===== src/sssfl_pkg.sv =====
// Package of constants and carriers for the lower second status flags
package sssfl_pkg;

  localparam int unsigned DATA_W                  = 32;
  localparam logic [7:0]  SECOND_STATUS_FLAGS_OFS = 8'h09;
  localparam logic [31:0] SECOND_STATUS_RESET     = 32'h00000000;

  localparam int unsigned BIT_STAMP_B        = 21;
  localparam int unsigned BIT_STAMP_A        = 20;
  localparam int unsigned BIT_PHY_EVENT      = 19;
  localparam int unsigned BIT_P2_URGENT      = 18;
  localparam int unsigned BIT_P2_WAITING     = 17;
  localparam int unsigned BIT_TX_ECC         = 12;
  localparam int unsigned BIT_RX_ECC         = 11;
  localparam int unsigned BIT_SPI_CRC        = 10;
  localparam int unsigned BIT_P1_SHORT_GAP   = 8;
  localparam int unsigned BIT_P1_URGENT      = 5;
  localparam int unsigned BIT_P1_WAITING     = 4;
  localparam int unsigned BIT_TX_READY       = 3;

  localparam int unsigned PORT_COUNT = 2;

  // Events from the surrounding device, one-cycle pulses
  typedef struct packed {
    logic stamp_slot_b_captured;
    logic stamp_slot_a_captured;
    logic tx_size_ecc_error;
    logic rx_size_ecc_error;
    logic spi_crc_error;
    logic port1_short_gap;
    logic frame_tx_done;
  } sssfl_events_s;

  // Per-port receive queue state
  typedef struct packed {
    logic hi_frame_queued;
    logic lo_frame_queued;
    logic threshold_reached;
    logic eof_received;
  } sssfl_rxq_s;

  // Register port access
  typedef struct packed {
    logic        write;
    logic        read;
    logic [7:0]  addr;
    logic [31:0] wdata;
  } sssfl_reg_req_s;

endpackage : sssfl_pkg


===== src/sssfl_rx_port.sv =====
// Per-port receive readiness and queue selection
module sssfl_rx_port (
  input  wire logic               clock,
  input  wire logic               reset,
  input  wire sssfl_pkg::sssfl_rxq_s rxq,
  input  wire logic               cut_through,
  input  wire logic               low_priority_first_select,
  output logic                    frame_waiting_q,
  output logic                    urgent_frame_waiting_q,
  output logic                    serve_high_q
);
  import sssfl_pkg::*;

  logic waiting_d;

  always_comb begin
    if (cut_through) begin
      waiting_d = rxq.threshold_reached | rxq.eof_received;
    end else begin
      waiting_d = rxq.hi_frame_queued | rxq.lo_frame_queued;
    end
  end

  always_ff @(posedge clock) begin
    if (reset) begin
      frame_waiting_q        <= 1'b0;
      urgent_frame_waiting_q <= 1'b0;
    end else begin
      frame_waiting_q        <= waiting_d;
      urgent_frame_waiting_q <= rxq.hi_frame_queued;
    end
  end

  // High queue first unless low-first is selected
  always_ff @(posedge clock) begin
    if (reset) begin
      serve_high_q <= 1'b1;
    end else if (rxq.hi_frame_queued && rxq.lo_frame_queued) begin
      serve_high_q <= ~low_priority_first_select;
    end else begin
      serve_high_q <= rxq.hi_frame_queued;
    end
  end

endmodule : sssfl_rx_port


===== src/sssfl_status.sv =====
// Lower 22 bits of the second status flags register
module sssfl_status (
  input  wire logic                     clock,
  input  wire logic                     reset,
  input  wire sssfl_pkg::sssfl_reg_req_s req,
  input  wire sssfl_pkg::sssfl_events_s  events,
  input  wire sssfl_pkg::sssfl_rxq_s     port1_rxq,
  input  wire sssfl_pkg::sssfl_rxq_s     port2_rxq,
  input  wire logic                     port2_phy_irq,
  input  wire logic                     generic_spi_mode,
  input  wire logic                     cut_through,
  input  wire logic                     low_priority_first_select,
  input  wire logic                     ready_on_empty,
  input  wire logic                     tx_fifo_empty,
  input  wire logic [15:0]              port1_gap_measured,
  input  wire logic [15:0]              port1_min_gap_setting,
  input  wire logic                     port1_frame_start,
  output logic [31:0]                   rdata_q,
  output logic                          rvalid_q,
  output logic                          tx_fifo_flush_q,
  output logic                          rx_fifo_flush_q,
  output logic                          port1_frame_drop_q,
  output logic                          port1_serve_high_q,
  output logic                          port2_serve_high_q
);
  import sssfl_pkg::*;

  ////////////////////////////////////////////////////////////////////////
  // Decode

  logic hit_write;
  logic hit_read;
  logic [31:0] clear_mask;

  always_comb begin
    hit_write = 1'b0;
    hit_read  = 1'b0;
    if (req.addr == SECOND_STATUS_FLAGS_OFS) begin
      hit_write = req.write;
      hit_read  = req.read;
    end
  end

  assign clear_mask = hit_write ? req.wdata : 32'h00000000;

  ////////////////////////////////////////////////////////////////////////
  // Sticky flags, set wins over clear

  logic stamp_b_q;
  logic stamp_a_q;
  logic tx_ecc_q;
  logic rx_ecc_q;
  logic spi_crc_q;
  logic short_gap_q;
  logic tx_ready_q;
  logic short_gap_event;
  logic tx_ready_event;

  assign short_gap_event = port1_frame_start && (port1_gap_measured < port1_min_gap_setting);
  assign tx_ready_event  = events.frame_tx_done && (!ready_on_empty || tx_fifo_empty);

  always_ff @(posedge clock) begin
    if (reset) begin
      stamp_b_q <= 1'b0;
      stamp_a_q <= 1'b0;
    end else begin
      stamp_b_q <= events.stamp_slot_b_captured | (stamp_b_q & ~clear_mask[BIT_STAMP_B]);
      stamp_a_q <= events.stamp_slot_a_captured | (stamp_a_q & ~clear_mask[BIT_STAMP_A]);
    end
  end

  always_ff @(posedge clock) begin
    if (reset) begin
      tx_ecc_q <= 1'b0;
      rx_ecc_q <= 1'b0;
    end else begin
      tx_ecc_q <= events.tx_size_ecc_error | (tx_ecc_q & ~clear_mask[BIT_TX_ECC]);
      rx_ecc_q <= events.rx_size_ecc_error | (rx_ecc_q & ~clear_mask[BIT_RX_ECC]);
    end
  end

  always_ff @(posedge clock) begin
    if (reset) begin
      spi_crc_q <= 1'b0;
    end else begin
      spi_crc_q <= (events.spi_crc_error & generic_spi_mode) | (spi_crc_q & ~clear_mask[BIT_SPI_CRC]);
    end
  end

  always_ff @(posedge clock) begin
    if (reset) begin
      short_gap_q <= 1'b0;
    end else begin
      short_gap_q <= short_gap_event | (short_gap_q & ~clear_mask[BIT_P1_SHORT_GAP]);
    end
  end

  always_ff @(posedge clock) begin
    if (reset) begin
      tx_ready_q <= 1'b0;
    end else begin
      tx_ready_q <= tx_ready_event | (tx_ready_q & ~clear_mask[BIT_TX_READY]);
    end
  end

  ////////////////////////////////////////////////////////////////////////
  // FIFO flush and frame drop pulses

  always_ff @(posedge clock) begin
    if (reset) begin
      tx_fifo_flush_q    <= 1'b0;
      rx_fifo_flush_q    <= 1'b0;
      port1_frame_drop_q <= 1'b0;
    end else begin
      tx_fifo_flush_q    <= events.tx_size_ecc_error;
      rx_fifo_flush_q    <= events.rx_size_ecc_error;
      port1_frame_drop_q <= short_gap_event;
    end
  end

  ////////////////////////////////////////////////////////////////////////
  // Read-only live flags

  logic phy_event_q;

  always_ff @(posedge clock) begin
    if (reset) begin
      phy_event_q <= 1'b0;
    end else begin
      phy_event_q <= port2_phy_irq;
    end
  end

  logic p1_waiting;
  logic p1_urgent;
  logic p2_waiting;
  logic p2_urgent;

  sssfl_rx_port u_port1 (
    .clock                     (clock),
    .reset                     (reset),
    .rxq                       (port1_rxq),
    .cut_through               (cut_through),
    .low_priority_first_select (low_priority_first_select),
    .frame_waiting_q           (p1_waiting),
    .urgent_frame_waiting_q    (p1_urgent),
    .serve_high_q              (port1_serve_high_q)
  );

  sssfl_rx_port u_port2 (
    .clock                     (clock),
    .reset                     (reset),
    .rxq                       (port2_rxq),
    .cut_through               (cut_through),
    .low_priority_first_select (low_priority_first_select),
    .frame_waiting_q           (p2_waiting),
    .urgent_frame_waiting_q    (p2_urgent),
    .serve_high_q              (port2_serve_high_q)
  );

  ////////////////////////////////////////////////////////////////////////
  // Read data assembly

  logic [31:0] image;

  always_comb begin
    image                   = SECOND_STATUS_RESET;
    image[BIT_STAMP_B]      = stamp_b_q;
    image[BIT_STAMP_A]      = stamp_a_q;
    image[BIT_PHY_EVENT]    = phy_event_q;
    image[BIT_P2_URGENT]    = p2_urgent & generic_spi_mode;
    image[BIT_P2_WAITING]   = p2_waiting & generic_spi_mode;
    image[BIT_TX_ECC]       = tx_ecc_q;
    image[BIT_RX_ECC]       = rx_ecc_q;
    image[BIT_SPI_CRC]      = spi_crc_q;
    image[BIT_P1_SHORT_GAP] = short_gap_q;
    image[BIT_P1_URGENT]    = p1_urgent & generic_spi_mode;
    image[BIT_P1_WAITING]   = p1_waiting & generic_spi_mode;
    image[BIT_TX_READY]     = tx_ready_q & generic_spi_mode;
  end

  always_ff @(posedge clock) begin
    if (reset) begin
      rdata_q  <= 32'h00000000;
      rvalid_q <= 1'b0;
    end else begin
      rvalid_q <= req.read;
      if (hit_read) begin
        rdata_q <= image;
      end else begin
        rdata_q <= 32'h00000000;
      end
    end
  end

endmodule : sssfl_status


===== config.mk =====
export PLATFORM = sky130hd
export DESIGN_NAME = sssfl_status
export DESIGN_NICKNAME = d
export VERILOG_FILES = /design/src/sssfl_pkg.sv /design/src/sssfl_rx_port.sv /design/src/sssfl_status.sv
export SDC_FILE = /design/constraint.sdc
export NUM_CORES = 1
export LEC_CHECK = 0
export CAP_MARGIN = 10
export CORE_MARGIN = 2
export CORE_UTILIZATION = 25
export CTS_BUF_LIST = sky130_fd_sc_hd__clkbuf_4 sky130_fd_sc_hd__clkbuf_8
export DETAILED_ROUTE_END_ITERATION = 8
export DONT_BUFFER_PORTS = 1
export GPL_TIMING_DRIVEN = 1
export HOLD_SLACK_MARGIN = 0.02
export PLACE_DENSITY_LB_ADDON = 0.2
export SLEW_MARGIN = 10
export SYNTH_ARGS = -nofsm -noshare
export SYNTH_HDL_FRONTEND = slang
export SYNTH_HIERARCHICAL = 1
export SYNTH_SLANG_ARGS = --single-unit

===== constraint.sdc =====
create_clock -name clock -period 2.15 [get_ports clock]
set_clock_uncertainty 0.15 [all_clocks]
set_input_delay 0.1075 -clock clock [delete_from_list [all_inputs] [get_ports clock]]
set_output_delay 0.1075 -clock clock [all_outputs]
set_load 0.02 [all_outputs]

==> impl_metrics.ini, run 1 <==
[grt]
grt_pass1_wl_um = 4810
grt_max_degree = 19
antenna_found_initial = 0
grt_pass1_vias = 1088
grt_remaining_overflow = 0
grt_use_total_pct = 9.55

[drt]
antenna_left = 0
routed-via-count = 1143
viasPerCell = 4.22
drc = 0
firstDrtPassIters = 4
drt_iter0_drc = 10
wire_per_inst_um = 12.2
routed_wl_um = 3300

[timing]
hold_viol_final = 0
rsz0062_at_grt = false
setup_viol = 0
period_minus_slack_ns = 1.91
relSlewSlack_pct = 48.9
layout_setup_ws_ns = 0.235
period_share_pct = 89.0
fmax_mhz = 522
worstMarginPinSlew_ns = 0.764
setup_tns_ns = 0
slew_viol_final = 0

[floorplanning]
coreArea_um2 = 5850
start_util_pct = 25.7
dieArea_um2 = 6640
die_h_um = 81.5
boundaryPins = 136
fp.dieW_um = 81.5
rows = 28

[critical_path]
r2r_cells = 3
cp_max_fo = 1
criticalPathCategory = in2reg
start_kind = input pin
required_ns = 2.16
cp-end-kind = flip-flop
arrival_ns = 1.93

[finish]
largest_reg_flops = 12
final_cells = 271
syn2layout_area_growth_pct = 26.8
nets = 308
layout-drive-gt1-share_pct = 8.16
top_register = rdata_q
num-fill-cells = 596
antenna-diode-count = 0
final_core_util_pct = 32.5

[power]
ir_worst_vdd_v = 0.000365
power_density_nw_per_um2 = 685
leakagePower_nw = 0.882

[min_path]
hp-class = in2reg
hold_depth = 4

[clock_network]
postCtsSetupBuffers = 0
numCtsBuffers = 5
cts_tree = built
clk_pin_slew_ns = 0.06
cts_sinks = 30
cts_root_buffer = clkbuf_8
cts_hold_buf = 26
ctsResizeCount = 0
clock_path_buffers = 2
clk_latency_ns = 0.27
htreeDepth = 2

[job]
cap_violations = 0

[placement]
dp_slack_ns = 0.371
hpwl_um = 2570
placedCellCount = 237
io_buffers = 0
place_congestion = 0.615

[logic_synthesis]
yosys_warnings = 6
synth_ff_type = dfxtp_1
seq_area_frac_synth_pct = 40.0
yosysTopAreaCellShare_pct = 40.0
async_flop_share_pct = 0
synthTopCellsByCount = dfxtp_1 (30), buf_4 (21), inv_1 (17)
yosysUniqueCellTypes = 32
ys_ff_latch = 30
synth_area_um2 = 1500
postSynthCellCount = 161
syn_area_per_cell_um2 = 9.33
synth_top_area_cell = dfxtp_1
yosysMostFrequentCell = dfxtp_1
synth_edf_count = 0
synth_area_leaders = dfxtp_1 (40%), ha_1 (13%), buf_4 (10%), inv_1 (4.3%), and2_1 (2.9%)

[outcome]
status = complete, no violations
final cells by class:
| class | count | area (um^2) | area share, % |
|---|---|---|---|
| well taps | 75 | 93.8 | 4.93 |
| multi-input cells | 111 | 747 | 39.2 |
| inverters | 17 | 63.8 | 3.35 |
| clock inverters | 3 | 40.0 | 2.10 |
| flip-flops and latches | 30 | 601 | 31.5 |
| clock buffers | 5 | 68.8 | 3.61 |
| repair buffers | 30 | 290 | 15.2 |
cells by family (layout without fill, tap and decap cells):
logic type	after synthesis	count (layout)	share of synthesized area (%)
other	1	20	0.250
AOI/OAI and AO/OA	23	23	10.9
adders and majority gates	15	15	12.5
and+or+nand+nor	53	53	21.3
buffers and inverters	39	55	15.0
DFF	30	30	40.0
path summary, 6_finish.rpt:
| check | from | to | slack, ns |
|---|---|---|---|
| min reg2reg | phy_event_q | rdata_q[19] | 0.29 |
| max reg2reg | spi_crc_q | spi_crc_q | 0.79 |
| min | port1_frame_start | port1_frame_drop_q | 0.02 |
| max | events[0] | tx_ready_q | 0.24 |
where the power goes:
part	internal, mW	total [mW]	switching (mW)	leakage [nW]
Clock	0.340	0.542	0.202	0.0579
Combinational	0.0798	0.168	0.0877	0.577
Sequential	0.579	0.594	0.0155	0.247
Total	0.999	1.30	0.305	0.882
routing by layer:
layer  up-vias  share of wire, %  global-route usage [%]
met5         -                 0                       0
met4         0              0.70                    3.56
met3         4                12                    3.41
met2        72                48                    16.5
met1       489                39                    10.8
li1        578                 -                       -
cells in the final DEF, fill, tap and decap left out, drive strengths merged:
cell type    netlist  layout
o21a               1       1
ha                15      15
conb               1      20
nand3b             1       1
nor4               1       1
bufinv             0       1
o21ai              2       2
a2111oi            2       2
nand4b             1       1
clkinv             0       2
inv               17      17
a21oi              7       7
nand2              5       5
a211oi             2       2
buf               21       4
dlygate4sd3        0      26
dfxtp             30      30
nor3               4       4
nor3b              1       1
and3               6       6
o31ai              1       1
a221oi             1       1
or3                1       1
clkbuf             1       5
a21o               4       4
nand3              1       1
nand4              7       7
o211ai             2       2
nor2               9       9
a22oi              1       1
nand2b             1       1
nor4b              2       2
nor2b              6       6
and2               7       7
per-stage QoR:
stage                     hold WS, ns  instance area, um^2  total power, mW
after floorplan                0.0221                 1570            0.736
after global placement         0.0281                 1540            0.724
after detailed placement       0.0269                 1540            0.725
after CTS                      0.0320                 1900             1.32
after global routing           0.0357                 1900             1.37
final                          0.0195                 1900             1.30
critical path, cell delays in order:
cell and delay [ns]:
dlygate4sd3_1 0.53, o21ai_0 0.07, dlygate4sd3_1 0.57, a21oi_1 0.06, dlygate4sd3_1 0.60
Note: power is estimated with default switching activity, not from simulation.
==> run 2, diff against run 1 <==
--- a/config.mk
+++ b/config.mk
@@ -5,12 +5,14 @@
 export SDC_FILE = /design/constraint.sdc
 export NUM_CORES = 1
 export LEC_CHECK = 0
+export ABC_AREA = 1
 export CAP_MARGIN = 10
 export CORE_MARGIN = 2
 export CORE_UTILIZATION = 25
 export CTS_BUF_LIST = sky130_fd_sc_hd__clkbuf_4 sky130_fd_sc_hd__clkbuf_8
 export DETAILED_ROUTE_END_ITERATION = 8
 export DONT_BUFFER_PORTS = 1
+export GPL_ROUTABILITY_DRIVEN = 0
 export GPL_TIMING_DRIVEN = 1
 export HOLD_SLACK_MARGIN = 0.02
 export PLACE_DENSITY_LB_ADDON = 0.2
==> impl_metrics.ini, run 2 <==
[floorplanning]
dieArea_um2 = 7150
boundaryPins = 136
die_h_um = 84.5
coreArea_um2 = 6310
rows = 29
start_util_pct = 25.7
fp.dieW_um = 84.5

[grt]
grt_max_degree = 13
grt_pass1_wl_um = 5780
grt_pass1_vias = 1312
grt_use_total_pct = 9.96
grt_remaining_overflow = 0
antenna_found_initial = 0

[clock_network]
ctsResizeCount = 0
cts_sinks = 30
postCtsSetupBuffers = 0
cts_root_buffer = clkbuf_8
numCtsBuffers = 5
clk_latency_ns = 0.27
cts_tree = built
clock_path_buffers = 2
htreeDepth = 2
clk_pin_slew_ns = 0.07

[placement]
placed_cell_area_um2 = 1630
placedCellCount = 291
io_buffers = 0
dp_slack_ns = 0.948
hpwl_um = 2590

[finish]
antenna-diode-count = 0
syn2layout_area_growth_pct = 26.0
nets = 366
largest_reg_flops = 12
final_cells = 331
final_common_cell = inv_1
layout-drive-gt1-share_pct = 7.09
top_register = rdata_q
design_area_um2 = 2040
num-fill-cells = 685
final_cell_mix = inv_1 (47), nand2_1 (42), dlygate4sd3_1 (32), dfxtp_1 (30), nor2_1 (21)

[logic_synthesis]
synth_edf_count = 0
synth_fa_ha_area_share_pct = 11.6
synth_top_family_by_area = simple AND/OR/NAND/NOR gates
synth_area_leaders = dfxtp_1 (37%), ha_1 (12%), inv_1 (11%), nand2_1 (9.7%), buf_4 (9.3%)
async_flop_share_pct = 0
syn_area_per_cell_um2 = 7.51
synthSimpleGateAreaFrac_pct = 26.7
synth_top_area_cell = dfxtp_1
yosys_warnings = 6
synth_xor_area_share_pct = 0
synthTopCellsByCount = inv_1 (47), nand2_1 (42), dfxtp_1 (30)
synth_area_um2 = 1620
synth_ff_type = dfxtp_1
seq_area_frac_synth_pct = 37.0
yosysTopAreaCellShare_pct = 37.0
yosysMostFrequentCell = inv_1
synth_mux_area_share_pct = 0
postSynthCellCount = 216
yosysUniqueCellTypes = 19
ys_ff_latch = 30
synth_compound_area_share_pct = 3.40

[timing]
layout_setup_ws_ns = 0.161
period_minus_slack_ns = 1.99
hold_viol_final = 0
rsz0062_at_grt = false
setup_tns_ns = 0
period_share_pct = 92.5
setup_viol = 0
slew_viol_final = 0
fmax_mhz = 503

[min_path]
hp-class = in2reg

[drt]
drc = 0
drt_iter0_drc = 23
firstDrtPassIters = 4
met1_length_um = 1490
wire_per_inst_um = 10.4
wl_met3_um = 344
routed-via-count = 1330
met2_length_um = 1560
antenna_left = 0
viasPerCell = 4.02
routed_wl_um = 3430
dr.max_layer_used = met4

[critical_path]
start_kind = input pin
required_ns = 2.17
cp-end-kind = flip-flop
cp_max_fo = 3
arrival_ns = 2.01
criticalPathCategory = in2reg

[power]
power.total_mw = 1.26
leakagePower_nw = 1.04
ir_worst_vdd_v = 0.000491
power_density_nw_per_um2 = 615

[job]
cap_violations = 0

[outcome]
status = complete, no violations
run 2: cell count changes in the layout (fill, tap and decap cells not counted), moves of 7 or more:
cell / change
nand2_1: +37
inv_1: +30
nor2_1: +12
and2_1: -7
run 2: worst paths after layout:
check | slack [ns] | to | from | cells after the start
worst max-delay path | 0.16 | u_port2/frame_waiting_q | port2_rxq[3] | 5
worst min-delay path | 0.04 | short_gap_q | req[41] | 5
worst max register to register | 0.81 | stamp_b_q | stamp_b_q | 3
worst min register to register | 0.26 | rdata_q[19] | phy_event_q | 2
run 2: area by class of cell:
cell class	count	area, um^2	share of cell area (%)
multi-input cells	136	751	36.7
flip-flops and latches	30	601	29.4
repair buffers	32	320	15.7
inverters	48	180	8.82
well taps	77	96.3	4.72
clock buffers	6	82.6	4.04
clock inverters	2	12.5	0.612
run 2: cell families after synthesis:
family | Yosys count
other cells | 1
compound gates | 11
simple gates | 90
buf+inv | 69
fa+ha+maj | 15
flops | 30
run 2: timing repair:
item                       4_1_cts  5_1_grt
setup endpoints to repair        0        0
hold buffers                    32        0
hold endpoints to repair        23        0
run 2: layer usage:
metal	GRT usage, %	vias up
li1	-	691
met1	11.6	560
met2	16.3	75
met3	3.74	4
met4	4.33	0
met5	0	-
run 2: report_power, final:
group          switching (mW)  internal, mW
Sequential             0.0173         0.580
Combinational           0.105        0.0862
Clock                   0.212         0.257
Total                   0.335         0.923
run 2: worst max-delay path: stages:
cell and delay (ns):
dlygate4sd3_1 0.60, nor3_2 0.17, dlygate4sd3_1 0.56, nor2_1 0.04
dlygate4sd3_1 0.53
run 2: metrics by stage:
| step | util (%) | hold slack (ns) |
|---|---|---|
| 2_1_floorplan | - | 0.0266 |
| 3_3_place_gp | 25.8 | 0.0326 |
| 3_5_place_dp | 25.8 | 0.0313 |
| 4_1_cts | 32.4 | 0.0397 |
| 5_1_grt | 32.4 | 0.0744 |
| 6_report | 32.4 | 0.0357 |
